==> src/rtl/nrs_params.svh <==
`ifndef NRS_PARAMS_SVH
`define NRS_PARAMS_SVH
// APB register offsets
`define NRS_REG_CMD      8'h00
`define NRS_REG_COL      8'h04
`define NRS_REG_ROW      8'h08
`define NRS_REG_STAT     8'h0C
`define NRS_REG_DATA     8'h10
// Operation codes written to the command register
`define NRS_OP_PAGE      3'h0
`define NRS_OP_RANDOM    3'h1
`define NRS_OP_CACHE     3'h2
`define NRS_OP_LAST      3'h3
`define NRS_OP_ID        3'h4
`define NRS_OP_STATUS    3'h5
`define NRS_OP_RDMODE    3'h6
`define NRS_OP_BYTE      3'h7
// Flash command bytes
`define NRS_C_READ       8'h00
`define NRS_C_CONFIRM    8'h30
`define NRS_C_RAND       8'h05
`define NRS_C_RAND_CONF  8'hE0
`define NRS_C_CACHE      8'h31
`define NRS_C_LAST       8'h3F
`define NRS_C_ID         8'h90
`define NRS_C_STATUS     8'h70
// Address cycle counts
`define NRS_PAGE_ADDR    3'd5
`define NRS_COL_ADDR     3'd2
// Status register bits
`define NRS_ST_BUSY      0
`define NRS_ST_RB        1
`define NRS_ST_SMODE     2
`define NRS_ST_REFUSED   3
`define NRS_ST_IDMODE    4
`define NRS_ST_PAGEOK    5
// Page bits within a block (64 pages)
`define NRS_PAGE_BITS    6
// Timing, nanoseconds, and derived cycles at 40 MHz
`define NRS_CLK_MHZ      40
`define NRS_T_WP_NS      25
`define NRS_T_WH_NS      25
`define NRS_T_WB_NS      100
`define NRS_T_REA_NS     25
`define NRS_T_REH_NS     25
`define NRS_CYC(ns)      (((ns) * `NRS_CLK_MHZ + 999) / 1000)
`define NRS_WP_CYC       `NRS_CYC(`NRS_T_WP_NS)
`define NRS_WH_CYC       `NRS_CYC(`NRS_T_WH_NS)
`define NRS_WB_CYC       `NRS_CYC(`NRS_T_WB_NS)
// Read low also covers the pin register and the two-stage synchroniser
`define NRS_RL_CYC       (`NRS_CYC(`NRS_T_REA_NS) + 3)
`define NRS_RH_CYC       `NRS_CYC(`NRS_T_REH_NS)
`endif

==> src/rtl/nrs_pkg.sv <==
package nrs_pkg;
   // Sequencer states
   typedef enum logic [2:0] {
      ST_IDLE, ST_WLOW, ST_WHIGH, ST_TWB, ST_WAITRB, ST_RLOW, ST_RHIGH
   } nrs_state_t;
   // Flash pins driven by the controller
   typedef struct packed {
      logic       cle;
      logic       ale;
      logic       ce_n;
      logic       we_n;
      logic       read_strobe_n;
      logic [7:0] io_o;
      logic       io_oe;
   } nrs_pin_t;
   // One command sequence
   typedef struct packed {
      logic [7:0] cmd1;
      logic [2:0] naddr;
      logic       two;
      logic [7:0] cmd2;
      logic       wait_rb;
      logic       zero_addr;
   } nrs_seq_t;
endpackage

==> src/rtl/nrs_host.sv <==
`timescale 1ns/1ps
`include "nrs_params.svh"
module nrs_host
   import nrs_pkg::*;
(
   input  wire logic        core_clk,
   input  wire logic        rst,
   input  wire logic        psel,
   input  wire logic        penable,
   input  wire logic        pwrite,
   input  wire logic [7:0]  paddr,
   input  wire logic [31:0] pwdata,
   output logic      [31:0] prdata,
   output logic             pready,
   output logic             pslverr,
   input  wire logic [7:0]  io_i,
   input  wire logic        ready_busy_n,
   output nrs_pin_t         pins
);
   localparam int WB_C = `NRS_WB_CYC;

   ////////////////////////////////////////////////////////////////////////////////
   // Decode helpers
   function automatic logic addr_ok(input logic [7:0] a);
      addr_ok = (a == `NRS_REG_CMD) || (a == `NRS_REG_COL) || (a == `NRS_REG_ROW) ||
                (a == `NRS_REG_STAT) || (a == `NRS_REG_DATA);
   endfunction

   // Command sequence for each operation except the single byte read, which has none
   function automatic nrs_seq_t seq_of(input logic [2:0] op);
      seq_of = '0;
      case (op)
         `NRS_OP_PAGE: seq_of = '{`NRS_C_READ, `NRS_PAGE_ADDR, 1'b1, `NRS_C_CONFIRM,
                                  1'b1, 1'b0};
         `NRS_OP_RANDOM: seq_of = '{`NRS_C_RAND, `NRS_COL_ADDR, 1'b1, `NRS_C_RAND_CONF,
                                    1'b0, 1'b0};
         `NRS_OP_CACHE: seq_of = '{`NRS_C_CACHE, 3'd0, 1'b0, 8'h00, 1'b1, 1'b0};
         `NRS_OP_LAST: seq_of = '{`NRS_C_LAST, 3'd0, 1'b0, 8'h00, 1'b1, 1'b0};
         `NRS_OP_ID: seq_of = '{`NRS_C_ID, 3'd1, 1'b0, 8'h00, 1'b0, 1'b1};
         `NRS_OP_STATUS: seq_of = '{`NRS_C_STATUS, 3'd0, 1'b0, 8'h00, 1'b0, 1'b0};
         `NRS_OP_RDMODE: seq_of = '{`NRS_C_READ, 3'd0, 1'b0, 8'h00, 1'b0, 1'b0};
         default: seq_of = '0;
      endcase
   endfunction

   ////////////////////////////////////////////////////////////////////////////////
   // Pin synchronisers
   logic       rb_m_r, rb_s_r;      // Ready/busy, two stages
   logic [7:0] io_m_r, io_s_r;      // Data in, two stages

   // Two flops before any use
   always_ff @(posedge core_clk or posedge rst) begin
      if (rst) begin
         rb_m_r <= 1'b0;
         rb_s_r <= 1'b0;
         io_m_r <= 8'h00;
         io_s_r <= 8'h00;
      end else begin
         rb_m_r <= ready_busy_n;
         rb_s_r <= rb_m_r;
         io_m_r <= io_i;
         io_s_r <= io_m_r;
      end
   end

   ////////////////////////////////////////////////////////////////////////////////
   // State
   nrs_state_t  state_r, state_nxt;   // Sequencer state
   nrs_seq_t    seq_r, seq_nxt;       // Active sequence
   logic [2:0]  op_r, op_nxt;         // Active operation
   logic [2:0]  step_r, step_nxt;     // Cycle index in sequence
   logic [3:0]  cnt_r, cnt_nxt;       // Phase counter
   logic [15:0] col_r, col_nxt;       // Column address
   logic [23:0] row_r, row_nxt;       // Row address
   logic [23:0] page_r, page_nxt;     // Page held in the device
   logic        page_ok_r, page_ok_nxt;
   logic        smode_r, smode_nxt;   // Device answering status
   logic        idmode_r, idmode_nxt; // Device answering identifier
   logic        refused_r, refused_nxt;
   logic [7:0]  data_r, data_nxt;     // Last byte read
   logic [31:0] prdata_r, prdata_nxt;
   logic        err_r, err_nxt;
   nrs_pin_t    pins_r, pins_nxt;

   logic        wr, cmd_wr, legal, start, last_step;
   logic [2:0]  op_w, aidx;
   logic [39:0] addr40;
   logic [7:0]  step_byte;

   assign pready  = 1'b1;
   assign prdata  = prdata_r;
   assign pslverr = err_r;
   assign pins    = pins_r;

   ////////////////////////////////////////////////////////////////////////////////
   // Next-state logic
   always_comb begin
      wr          = psel && penable && pwrite;
      op_w        = pwdata[2:0];
      cmd_wr      = wr && (paddr == `NRS_REG_CMD);
      last_step   = (step_r == (seq_r.naddr + {2'b00, seq_r.two}));
      aidx        = step_r - 3'd1;
      addr40      = seq_r.zero_addr ? 40'h00_0000_0000 : {row_r, col_r};
      step_byte   = (step_r == 3'd0) ? seq_r.cmd1 :
                    (step_r > seq_r.naddr) ? seq_r.cmd2 : addr40[{aidx, 3'b000} +: 8];
      // Legality of the requested operation
      case (op_w)
         `NRS_OP_RANDOM: legal = page_ok_r;
         `NRS_OP_CACHE:  legal = page_ok_r &&
                                 (page_r[`NRS_PAGE_BITS-1:0] != '1);
         `NRS_OP_LAST:   legal = page_ok_r;
         `NRS_OP_BYTE:   legal = rb_s_r || smode_r;
         default:        legal = 1'b1;
      endcase
      legal       = legal && (state_r == ST_IDLE);
      start       = cmd_wr && legal;
      state_nxt   = state_r;
      seq_nxt     = seq_r;
      op_nxt      = op_r;
      step_nxt    = step_r;
      cnt_nxt     = (cnt_r != 4'd0) ? cnt_r - 4'd1 : 4'd0;
      col_nxt     = col_r;
      row_nxt     = row_r;
      page_nxt    = page_r;
      page_ok_nxt = page_ok_r;
      smode_nxt   = smode_r;
      idmode_nxt  = idmode_r;
      data_nxt    = data_r;
      // Sticky refusal, set wins over clear
      refused_nxt = (cmd_wr && !legal) || (refused_r && !(wr &&
                    (paddr == `NRS_REG_STAT) && pwdata[`NRS_ST_REFUSED]));
      // Address registers, frozen while a sequence runs
      if (wr && (state_r == ST_IDLE) && (paddr == `NRS_REG_COL)) begin
         col_nxt = pwdata[15:0];
      end
      if (wr && (state_r == ST_IDLE) && (paddr == `NRS_REG_ROW)) begin
         row_nxt = pwdata[23:0];
      end
      case (state_r)
         ST_IDLE: begin
            if (start && (op_w == `NRS_OP_BYTE)) begin
               state_nxt = ST_RLOW;
               cnt_nxt   = 4'(`NRS_RL_CYC - 1);
            end else if (start) begin
               op_nxt     = op_w;
               seq_nxt    = seq_of(op_w);
               step_nxt   = 3'd0;
               state_nxt  = ST_WLOW;
               cnt_nxt    = 4'(`NRS_WP_CYC - 1);
               smode_nxt  = (op_w == `NRS_OP_STATUS);
               idmode_nxt = (op_w == `NRS_OP_ID);
               if (op_w == `NRS_OP_PAGE) begin
                  page_nxt    = row_r;
                  page_ok_nxt = 1'b1;
               end else if (op_w == `NRS_OP_CACHE) begin
                  page_nxt = page_r + 24'd1;
               end else if (op_w == `NRS_OP_LAST) begin
                  page_ok_nxt = 1'b0;
               end
            end
         end
         ST_WLOW: begin
            if (cnt_r == 4'd0) begin
               state_nxt = ST_WHIGH;
               cnt_nxt   = 4'(`NRS_WH_CYC - 1);
            end
         end
         ST_WHIGH: begin
            if ((cnt_r == 4'd0) && !last_step) begin
               step_nxt  = step_r + 3'd1;
               state_nxt = ST_WLOW;
               cnt_nxt   = 4'(`NRS_WP_CYC - 1);
            end else if ((cnt_r == 4'd0) && seq_r.wait_rb) begin
               state_nxt = ST_TWB;
               cnt_nxt   = 4'(`NRS_WB_CYC - 1);
            end else if (cnt_r == 4'd0) begin
               state_nxt = ST_IDLE;
            end
         end
         ST_TWB: begin
            if (cnt_r == 4'd0) begin
               state_nxt = ST_WAITRB;
            end
         end
         ST_WAITRB: begin
            if (rb_s_r) begin
               state_nxt = ST_IDLE;
            end
         end
         ST_RLOW: begin
            if (cnt_r == 4'd0) begin
               data_nxt  = io_s_r;
               state_nxt = ST_RHIGH;
               cnt_nxt   = 4'(`NRS_RH_CYC - 1);
            end
         end
         ST_RHIGH: begin
            if (cnt_r == 4'd0) begin
               state_nxt = ST_IDLE;
            end
         end
         default: state_nxt = ST_IDLE;
      endcase
      // Pins follow the current state
      pins_nxt               = pins_r;
      pins_nxt.ce_n          = (state_r == ST_IDLE);
      pins_nxt.we_n          = (state_r != ST_WLOW);
      pins_nxt.read_strobe_n = (state_r != ST_RLOW);
      pins_nxt.io_oe         = (state_r == ST_WLOW) || (state_r == ST_WHIGH);
      if (state_r == ST_WLOW) begin
         pins_nxt.io_o = step_byte;
         pins_nxt.cle  = (step_r == 3'd0) || (step_r > seq_r.naddr);
         pins_nxt.ale  = !((step_r == 3'd0) || (step_r > seq_r.naddr));
      end else if (state_r != ST_WHIGH) begin
         pins_nxt.cle = 1'b0;
         pins_nxt.ale = 1'b0;
      end
      // APB read data and error, formed in setup phase
      err_nxt    = psel && !penable && !addr_ok(paddr);
      prdata_nxt = 32'h0000_0000;
      case (paddr)
         `NRS_REG_CMD:  prdata_nxt = {29'h0000_0000, op_r};
         `NRS_REG_COL:  prdata_nxt = {16'h0000, col_r};
         `NRS_REG_ROW:  prdata_nxt = {8'h00, row_r};
         `NRS_REG_STAT: prdata_nxt = {26'h000_0000, page_ok_r, idmode_r, refused_r,
                                      smode_r, rb_s_r, state_r != ST_IDLE};
         `NRS_REG_DATA: prdata_nxt = {24'h00_0000, data_r};
         default:       prdata_nxt = 32'h0000_0000;
      endcase
   end

   // Register all state
   always_ff @(posedge core_clk or posedge rst) begin
      if (rst) begin
         state_r   <= ST_IDLE;
         seq_r     <= '0;
         op_r      <= `NRS_OP_PAGE;
         step_r    <= 3'd0;
         cnt_r     <= 4'd0;
         col_r     <= 16'h0000;
         row_r     <= 24'h00_0000;
         page_r    <= 24'h00_0000;
         page_ok_r <= 1'b0;
         smode_r   <= 1'b0;
         idmode_r  <= 1'b0;
         refused_r <= 1'b0;
         data_r    <= 8'h00;
         prdata_r  <= 32'h0000_0000;
         err_r     <= 1'b0;
         pins_r    <= '{1'b0, 1'b0, 1'b1, 1'b1, 1'b1, 8'h00, 1'b0};
      end else begin
         state_r   <= state_nxt;
         seq_r     <= seq_nxt;
         op_r      <= op_nxt;
         step_r    <= step_nxt;
         cnt_r     <= cnt_nxt;
         col_r     <= col_nxt;
         row_r     <= row_nxt;
         page_r    <= page_nxt;
         page_ok_r <= page_ok_nxt;
         smode_r   <= smode_nxt;
         idmode_r  <= idmode_nxt;
         refused_r <= refused_nxt;
         data_r    <= data_nxt;
         prdata_r  <= prdata_nxt;
         err_r     <= err_nxt;
         pins_r    <= pins_nxt;
      end
   end
endmodule

==> config.mk <==
export PLATFORM = sky130hd
export DESIGN_NAME = nrs_host
export DESIGN_NICKNAME = d
export VERILOG_FILES = /design/src/rtl/nrs_pkg.sv /design/src/rtl/nrs_host.sv
export VERILOG_INCLUDE_DIRS = /design/src /design/src/rtl
export SDC_FILE = /design/constraint.sdc
export NUM_CORES = 1
export LEC_CHECK = 0
export BUFFER_PORTS_ARGS = -buffer_cell sky130_fd_sc_hd__buf_2
export CORE_MARGIN = 5
export CORE_UTILIZATION = 43
export DETAILED_ROUTE_END_ITERATION = 8
export PLACE_DENSITY_LB_ADDON = 0.12
export SLEW_MARGIN = 20
export SYNTH_ARGS = -nofsm -noshare
export SYNTH_HDL_FRONTEND = slang
export SYNTH_SLANG_ARGS = --single-unit
==> constraint.sdc <==
create_clock -name core_clk -period 6.2 [get_ports core_clk]
set_input_delay 1.24 -clock core_clk [delete_from_list [all_inputs] [get_ports core_clk]]
set_output_delay 1.24 -clock core_clk [all_outputs]
set_load 0.05 [all_outputs]
==> metrics.md, run 1 <==
| Metric | Value |
|---|---|
| Status | finished clean |
| Peak VDD IR | 221.1 uV |
| Final setup viols | 0 |
| Crit-path max FO | 25 |
| Synthesized cell area | 6394 um^2 |
| Synthesized area per cell | between 10 and 15 um^2 |
| Final Skew | 6.316 ps |
| Worst Setup End Kind | flop |
| Placed cell area | between 6000 and 7000 um^2 |
| Hold-fix buffers, CTS | 0 |
| Ys async rst share | 100.0% |
| Remaining routing DRC violations | 0 |
| Hold Startpoint | io_m_r[7]$_DFF_PP0_ |
| Yosys reg bits | 140 |
| Pins over their slew limit | 0 |
| Cell count of the worst hold path | 0 |
| Sinks on the clock net | 140 |
| Initial Utilization | a little over two fifths |
| Hold crit path type | reg2reg |
| Fin area | approximately 7500 um^2 |
| Number of routed nets with antenna violations | 0 |
| Vias in the first global route | about 4500 |
| Tot GR Track Use | 17.39% |
| R2R cell count | 7 |
| Global-route wire length before repair | around 24 mm |
| Drt first-iter violations | between 200 and 250 |
| Total Wirelength | ~15 mm |
| Largest net degree at the start of global routing | 100 |
| Postcts setup bufs | 0 |
| Setup TNS | 0 ps |
| Final RePlAce weighted congestion | roughly 0.86 |
| Via density | 5.477 |
| Slew of the pin with the lowest slew margin | 976.9 ps |
| TritonCTS Buffers | 17 |
| Top FF cell, synth | dfrtp_1 |
| Fin Hold WS | ~350 ps |
| Number of synthesized flops with an enable pin | 0 |
| Cells after Synth | around 540 |
| # diodes | 0 |
| Core area | ~15000 um^2 |
| Critical path class | in2reg |
| Distinct cell type count after synthesis | between 60 and 70 |
| Hold endpoint | io_s_r[7]$_DFF_PP0_ |
| Crit path DAT | 3800 ps |
| Pwr dens | around 380 nW/um^2 |
| Resize count post-CTS | 0 |
| DIE WIDTH | roughly 130 um |
| Via count | about 4500 |
| Die Ht | roughly 130 um |
| Ratio of cells with drive above 1 in the final layout | between 20% and 30% |
| Final min period | about 3500 ps |
| Fin crit share | a little under three fifths |
| Fin. Hold Viols | 0 |
| Launch point of the worst reg-to-reg path | step_r[0]$_DFFE_PP0P_ |
| Max cap viols | 0 |
| IO Port Bufs | between 80 and 90 |
| Area leader, netlist | dfrtp_1 |
| Crit start category | input port |
| Maximum achievable frequency | roughly 290 MHz |
| Area share of the largest cell type after synthesis | between 50% and 60% |
| Clock tree buffer depth | 2 |
| R2R setup slack | 3130 ps |
| Required @ worst endpoint | ~6500 ps |
| Fin nets | ~690 |
| Std cell rows | 44 |
| Clk_lat worst skew | approximately 420 ps |
| Area grow syn2layout | 17.89% |
| Footprint of the multi-input gates | roughly 2600 um^2 |
| Count leader, synth | dfrtp_1 |
| Post-synthesis sequential area ratio | between 50% and 60% |
| # fillers | about 1300 |
| Final Instance Count excl. Fillers | around 800 |
| Grt total ovfl | 0 |
| Core Util, Final | between 50% and 60% |
| Leakage power | around 0.0037 uW |
| Reg2reg end | pins[2]$_DFFE_PP0P_ |
| Placed instance count | 782 |
| Yosys warns | 0 |
| Most frequent cells after synthesis | 137 x dfrtp_1, 38 x nand2_1, 36 x mux2_2 |
| RSZ-0062 raised after global routing | false |
| H-tree depth | 4 |
| Clk slew on worst S/H paths | 60 ps |
| Pre-antenna DRT Iters | 5 |
| Slew Limit Headroom | 34.73% |
| Initial antenna violation count | 0 |
| Ranking of synthesized cells by area | dfrtp_1 54%, mux2_2 6.3%, mux2_1 4.2%, ha_1 2.7%, nand2_1 2.2% |
| CTS root buffer | clkbuf_16 |
| Die Area | approximately 17000 um^2 |
| DR WL/cell | between 15 and 20 um |
| Ports | 102 |
| TritonCTS clock tree | built |
| Post-DP HPWL | between 10 and 15 mm |
| Register Area | approximately 3500 um^2 |
placed cells by master, fill, tap and decap left out, types with 14 or more instances in the layout:
cell type / count
a21oi_1: 21
buf_2: 84
clkbuf_16: 17
dfrtp_1: 137
ha_1: 14
inv_1: 19
mux2_1: 24
mux2_2: 36
nand2_1: 38
nand3_1: 14
nor2_1: 19
nor3_1: 15
o21ai_0: 24
worst max-delay path, cell delays in order:
cell and delay, ps:
buf_2 100, or3_4 400, or3_4 390, nor4b_4 220
buf_4 320, and2_2 580, buf_4 230, mux2_1 310
cell families (layout without fill, tap and decap cells):
group,count (synthesis),in the layout,synth area share (%)
adder cells (fa/ha/maj),14,14,2.740
buffers and inverters,59,144,4.442
multiplexers,70,70,13.31
XOR/XNOR,5,5,0.9198
flip-flops,140,140,54.85
AO/OA/AOI/OAI,108,108,11.66
AND/OR/NAND/NOR,140,140,11.96
other,2,9,0.1175
routing by layer:
| layer | track usage [%] | vias up | part of all wire, % |
|---|---|---|---|
| met4 | 5.200 | 0 | 1.6 |
| met5 | 0 | - | 0 |
| met2 | 27.32 | 130 | 48 |
| li1 | - | 2088 | - |
| met1 | 23.35 | 2219 | 45 |
| met3 | 5.267 | 21 | 5.2 |
how the worst max path moves through the flow:
stage,startpoint,to,slack (ps),cells past startpoint
finish,paddr[5],row_r[7]$_DFFE_PP0P_,2700,8
global route,paddr[5],row_r[15]$_DFFE_PP0P_,2560,8
CTS,paddr[5],row_r[15]$_DFFE_PP0P_,2260,8
detailed placement,paddr[5],row_r[15]$_DFFE_PP0P_,1810,8
global placement,paddr[5],row_r[12]$_DFFE_PP0P_,1830,8
floorplan,rst,cnt_r[0]$_DFF_PP0_,1210,1
sequential cells by signal, indices dropped and copies added, names as in the netlist, 4 cells and up:
| name | flops |
|---|---|
| cnt_r | 4 |
| col_r | 16 |
| data_r | 8 |
| io_m_r | 8 |
| io_s_r | 8 |
| page_r | 6 |
| pins | 14 |
| prdata | 24 |
| row_r | 24 |
| seq_r | 12 |
metrics by stage:
stage	total power [uW]	worst slack, ps
after global placement	1784	1832
after floorplan	1625	1212
final	2831	2698
after CTS	2856	2262
after global routing	2976	2561
after detailed placement	1802	1813
power breakdown:
part | switching [uW] | internal [uW]
Combinational | 464 | 229
Sequential | 86.5 | 1000
Clock | 408 | 639
layout make-up:
class                           instances  share of cell area [%]
Timing Repair Buffer                   91                   6.275
Clock buffer                           17                   5.644
Sequential cell                       140                   46.53
Inverter                               21                   1.112
Multi-Input combinational cell        346                   34.89
Tap cell                              184                   3.054
Clock inverter                         15                   2.490
Power figures use the tool's default switching activity.
==> run 2, diff against run 1 <==
ABC_AREA = 1   (was not set)
clock period = 2.9 ns   (was 6.2 ns; I/O delays follow)
==> run 2 against run 1 <==
  * Global-route usage increased by 1.1 points
  * Die area increased by 3.1%
  * Sequential power increased by 110%
  * Critical path type is now reg2reg
  * Highest routed layer unchanged
==> metrics.md, run 2 <==
| Metric | Value |
|---|---|
| Status | finished clean |
| Ranking of synthesized cells by area | dfrtp_1 52%, nand2_1 11%, inv_1 4.5%, o21ai_0 3.9%, nor2_1 2.9% |
| Initial antenna violation count | 0 |
| Std cell rows | between 40 and 50 |
| Setup TNS | 0 ps |
| Final WS setup | around 770 ps |
| Remaining routing DRC violations | 0 |
| Count leader, synth | nand2_1 |
| Drt first-iter violations | around 430 |
| Fin crit share | around 73% |
| Final min period | around 2100 ps |
| Crit path from | step_r[1]$_DFFE_PP0P_ |
| Yosys warns | 0 |
| Top FF cell, synth | dfrtp_1 |
| Sinks on the clock net | between 100 and 150 |
| Launch point of the worst reg-to-reg path | step_r[1]$_DFFE_PP0P_ |
| # diodes | 0 |
| Die Ht | 134.0 um |
| Die Area | between 15000 and 20000 um^2 |
| Final setup viols | 0 |
| Fin. Hold Viols | 0 |
| Postcts setup bufs | 0 |
| Number of routed nets with antenna violations | 0 |
| Cell count of the worst hold path | 1 |
| Pre-antenna DRT Iters | 4 |
| Maximum achievable frequency | roughly 470 MHz |
| Grt total ovfl | 0 |
| Number of synthesized flops with an enable pin | 0 |
| Area leader, netlist | dfrtp_1 |
| Clk_lat worst skew | 430 ps |
| TritonCTS clock tree | built |
| Post-DP HPWL | between 10 and 15 mm |
| Core area | approximately 15000 um^2 |
| Ratio of cells with drive above 1 in the final layout | a little over a fifth |
| Commonest non-fill, non-tap cell in the layout | nand2_1 |
| Required @ worst endpoint | between 3000 and 4000 ps |
| Fin nets | 915 |
| Clk slew on worst S/H paths | approximately 70 ps |
| Reg2reg end | pins[8]$_DFFE_PP0P_ |
| Final RePlAce weighted congestion | 0.8322 |
| Core Util, Final | around 51% |
| Tot GR Track Use | around 19% |
| Pwr dens | between 700 and 800 nW/um^2 |
| Crit-path max FO | 8 |
| IO Port Bufs | 84 |
| Hold Startpoint | io_i[5] |
| Max cap viols | 0 |
| Synthesized cell area | approximately 6600 um^2 |
| Via density | approximately 5 |
| Clock tree buffer depth | 2 |
| RSZ-0062 raised after global routing | false |
| TritonCTS Buffers | 17 |
| Ports | a little over 100 |
| DR WL/cell | 15.29 um |
| Via count | around 5300 |
| Worst Setup End Kind | flop |
| Crit path DAT | 2450 ps |
| H-tree depth | 4 |
| Crit start category | flop |
| DIE WIDTH | ~130 um |
| Post-synthesis sequential area ratio | about 53% |
| Ys async rst share | 100.0% |
| Hold endpoint | io_m_r[5]$_DFF_PP0_ |
| Hold-fix buffers, CTS | 0 |
| Synthesized area per cell | around 8.7 um^2 |
| Critical path class | reg2reg |
| Final Skew | approximately 14 ps |
| R2R setup slack | about 770 ps |
| R2R cell count | 9 |
| Pins over their slew limit | 0 |
| Resize count post-CTS | 0 |
| Most frequent cells after synthesis | 201 x nand2_1, 137 x dfrtp_1, 80 x inv_1 |
| Area share of the largest cell type after synthesis | roughly half |
| Yosys reg bits | 140 |
| Cells after Synth | approximately 760 |
| Area grow syn2layout | 17.66% |
| Vias in the first global route | about 5400 |
| Total Wirelength | around 16 mm |
| Largest net degree at the start of global routing | 73 |
| Peak VDD IR | approximately 500 uV |
| Initial Utilization | a little over two fifths |
| Most frequent cells in the layout | 201 x nand2_1, 137 x dfrtp_1, 84 x buf_2 |
| Global-route wire length before repair | around 27 mm |
| Distinct cell type count after synthesis | 42 |
| CTS root buffer | clkbuf_16 |
| Hold crit path type | in2reg |
| Post-Place Setup Slack | 679.2 ps |
| Leakage power | between 0.004 and 0.005 uW |
run 2: cell types whose count changed after synthesis, moves of 23 or more:
cell,previous run,this run
nand2_1,38,201
nor2_1,19,51
mux2_1,24,0
o21ai_1,0,23
o21ai_0,24,51
inv_1,20,80
mux2_2,36,5
run 2: power by group:
| group | switching (uW) | total, uW | internal, uW | leakage [uW] |
|---|---|---|---|---|
| Clock | 991 | 2150 | 1160 | 0.000288 |
| Sequential | 124 | 2280 | 2150 | 0.00183 |
| Combinational | 1240 | 1750 | 515 | 0.00191 |
run 2: kinds of logic after synthesis:
kind of cell,Yosys count,share of synthesized area [%]
xor gates and xnor gates,7,0.9273
other,2,0.1136
buffers and inverters,122,8.175
muxes,9,1.457
DFF,140,53.05
adders and majority gates,14,2.650
and+or+nand+nor,330,22.07
AOI/OAI and AO/OA,135,11.56
run 2: layer usage:
| layer | track usage, % | wire, um | up-vias |
|---|---|---|---|
| met5 | 0 | 0 | - |
| met4 | 4.971 | 209 | 0 |
| met3 | 4.426 | 717 | 23 |
| met2 | 31.58 | 7960 | 130 |
| met1 | 23.76 | 7139 | 2507 |
| li1 | - | - | 2604 |
run 2: metrics by stage:
stage / instances / hold WS [ps] / instance area [um^2] / total power [uW]
2_1_floorplan: 766 / 331.2 / 6641 / 3603
3_3_place_gp: 1016 / 332.1 / 7191 / 4011
3_5_place_dp: 1016 / 334.7 / 7191 / 4052
4_1_cts: 1048 / 239.8 / 7779 / 6225
5_1_grt: 1048 / 232.8 / 7779 / 6556
6_report: 1048 / 250.8 / 7779 / 6182
run 2: area by class of cell:
class,count,area [um^2]
Clock buffer,17,425.4
Clock inverter,15,162.7
Fill cell,1403,7367
Inverter,91,345.3
Multi-Input combinational cell,504,2590
Sequential cell,140,3507
Tap cell,188,235.2
Timing Repair Buffer,93,513.0
run 2: how the worst max path moves through the flow:
| stage | to | slack, ps | cells after the start |
|---|---|---|---|
| 2_1_floorplan | cnt_r[0]$_DFF_PP0_ | 570 | 1 |
| 3_3_place_gp | col_r[12]$_DFFE_PP0P_ | 750 | 10 |
| 3_5_place_dp | col_r[11]$_DFFE_PP0P_ | 680 | 10 |
| 4_1_cts | pins[8]$_DFFE_PP0P_ | 800 | 9 |
| 5_1_grt | pins[8]$_DFFE_PP0P_ | 560 | 9 |
| 6_report | pins[8]$_DFFE_PP0P_ | 770 | 9 |
run 2: critical path: stages, from the launching register on:
cell	delay, ps
dfrtp_1	460
inv_1	100
ha_1	190
or2_2	270
nand2_1	270
inv_1	200
a21oi_1	280
o21ai_0	140
nand2_1	80
nand2_1	50
==> run 3, diff against run 2 <==
ABC_AREA = 0   (was 1)
clock period = 1.8 ns   (was 2.9 ns; I/O delays follow)
==> run 3 against run 2 <==
  * The run now ends with setup timing left
  * Worst setup slack worse by 920 ps
  * Critical path depth down 1
  * Hold slack worse by 210 ps
  * Die area down 3.0%
  * Non-clock buffer count up 105
  * Clock-buffer cell count up 3
  * Register-to-register slack worse by 920 ps
  * Clock power up 65%
  * Global-route usage up 0.68 points
  * Sequential power up 61%
  * Critical endpoint is now pins[2]$_DFFE_PP0P_
  * Largest power group is now combinational logic
  * Highest routed layer unchanged
==> metrics.md, run 3 (same netlist as run 1, synthesis figures left out) <==
| Metric | Value |
|---|---|
| Placed cell area | 7685 um^2 |
| Initial Utilization | a little over two fifths |
| Post-DP HPWL | between 10 and 15 mm |
| DR WL/cell | ~18 um |
| Required @ worst endpoint | about 2100 ps |
| # diodes | 0 |
| Area grow syn2layout | 42.41% |
| DIE WIDTH | roughly 130 um |
| Clk slew on worst S/H paths | 60 ps |
| Max cap viols | 0 |
| Vias in the first global route | between 5000 and 6000 |
| RSZ-0062 raised after global routing | true |
| Final Skew | 6.732 ps |
| Final WS setup | -148.1 ps |
| Most frequent cells in the layout | 136 x dfrtp_1, 88 x buf_4, 82 x buf_2 |
| Via count | between 4000 and 5000 |
| Failing checks | setup timing |
| Fin nets | 792 |
| Core area | between 10000 and 15000 um^2 |
| H-tree depth | 4 |
| IO Port Bufs | 84 |
| Ratio of cells with drive above 1 in the final layout | between 50% and 60% |
| Drt first-iter violations | 421 |
| CTS root buffer | clkbuf_16 |
| Worst Setup End Kind | flop |
| Die Ht | 131.9 um |
| Status | complete, but fails checks |
| Peak VDD IR | a little over 800 uV |
| Crit start category | flop |
| Via density | roughly 5.4 |
| Crit path DAT | roughly 2300 ps |
| Grt total ovfl | 0 |
| Pwr dens | 1209 nW/um^2 |
| Maximum achievable frequency | between 500 and 600 MHz |
| Critical Path Max Stage Delay | slightly above 400 ps |
| Ports | 102 |
| Fin area | between 9000 and 10000 um^2 |
| Crit path cell chain | inv_2, ha_4, xor2_1, buf_4, mux2_4, a221oi_2, or4_4, a21oi_2 |
| Critical path class | reg2reg |
| Tot GR Track Use | 19.21% |
| Clock tree buffer depth | 2 |
| Clk_lat worst skew | ~420 ps |
| Crit-path max FO | 6 |
| Number of routed nets with antenna violations | 0 |
| Core Util, Final | between 60% and 70% |
| Final setup viols | between 40 and 50 |
| Final RePlAce weighted congestion | about 0.8 |
| Std cell rows | 44 |
| Total Wirelength | roughly 17 mm |
| TritonCTS clock tree | built |
| Largest net degree at the start of global routing | 73 |
| Leakage power | about 0.0044 uW |
| Fin crit share | 108.2% |
| Pre-antenna DRT Iters | 5 |
| Remaining routing DRC violations | 0 |
| Pins over their slew limit | 0 |
| Cell with the largest stage delay on the worst path | dfrtp_1 |
| Global-route wire length before repair | roughly 27 mm |
| TritonCTS Buffers | 17 |
| Commonest non-fill, non-tap cell in the layout | dfrtp_1 |
| Fin. Hold Viols | 0 |
| Initial antenna violation count | 0 |
| Hold crit path type | in2reg |
| Final min period | between 1500 and 2000 ps |
| Sinks on the clock net | between 100 and 150 |
| Die Area | 17410 um^2 |
[run 3: changes by cell type in the layout (fill, tap and decap cells not counted), sizes merged, moves of 7 or more]
cell / before / now
nand2: 206 / 39
buf: 93 / 196
inv: 102 / 21
o21ai: 83 / 24
mux2: 5 / 60
nor2: 61 / 20
nand3: 40 / 14
and2: 0 / 13
a21oi: 31 / 21
a22o: 2 / 9
a22oi: 0 / 7
nand4: 8 / 1
nor3: 8 / 15
or3: 0 / 7
[run 3: layer usage]
| metal | vias up | global-route usage (%) | wire (um) |
|---|---|---|---|
| met2 | 130 | 31.72 | 8410 |
| met3 | 32 | 4.313 | 670 |
| met5 | - | 0 | 0 |
| met1 | 2475 | 24.71 | 7377 |
| met4 | 0 | 7.314 | 414 |
| li1 | 2314 | - | - |
[run 3: stage by stage]
| stage | cells | worst slack, ps | hold slack (ps) | TNS, ps | power, uW |
|---|---|---|---|---|---|
| after floorplan | 545 | -527.5 | 331.2 | -67270 | 5905 |
| after global placement | 869 | -521.7 | 259.2 | -37170 | 6862 |
| after detailed placement | 869 | -567.0 | 260.2 | -40750 | 6928 |
| after CTS | 913 | -143.3 | 26.52 | -3214 | 10880 |
| after global routing | 921 | -230.2 | 22.67 | -6424 | 11550 |
| final | 921 | -148.1 | 41.79 | -3851 | 11010 |
[run 3: critical path: cells and delay by family (launching register included)]
kind,cells,cell delay [ps]
buffers and inverters,2,300
AO/OA/AOI/OAI,2,340
flip-flops,1,410
AND/OR/NAND/NOR,1,180
adder cells (fa/ha/maj),1,140
multiplexers,1,320
XOR/XNOR,1,130
[run 3: path summary, 6_finish.rpt]
| kind | start | slack, ps | cells past startpoint | end |
|---|---|---|---|---|
| setup reg to reg | step_r[1]$_DFFE_PP0P_ | -150 | 8 | pins[2]$_DFFE_PP0P_ |
| hold reg to reg | io_m_r[5]$_DFF_PP0_ | 350 | 0 | io_s_r[5]$_DFF_PP0_ |
| hold / removal | io_i[4] | 40 | 1 | io_m_r[4]$_DFF_PP0_ |
| setup / recovery | step_r[1]$_DFFE_PP0P_ | -150 | 8 | pins[2]$_DFFE_PP0P_ |
| max in group asynchronous | rst | 800 | 4 | pins[11]$_DFF_PP1_ |
| min in group asynchronous | rst | 380 | 3 | io_m_r[6]$_DFF_PP0_ |
[run 3: report_power, final]
part,internal (uW),switching [uW],total [uW]
Combinational,1640,2160,3800
Clock,2200,1340,3540
Sequential,3460,202,3670
Total,7300,3710,11000
[run 3: what timing repair did]
action                                  CTS  global route
endpoints found under the setup margin   47            77
endpoints found under the hold margin     1             0
setup buffers                             9             9
pin swaps                                17            47
cloned                                    3             1
resized for setup                        67            87
hold buffers                              1             0
[run 3: final cells by class]
type | count | area [um^2]
inverter | 21 | 90.09
multi-input combinational | 346 | 3207
timing repair buffer | 198 | 1466
clock inverter | 12 | 166.4
sequential | 140 | 3508
fill | 1156 | 5429
clock buffer | 20 | 436.7
tap | 184 | 230.2
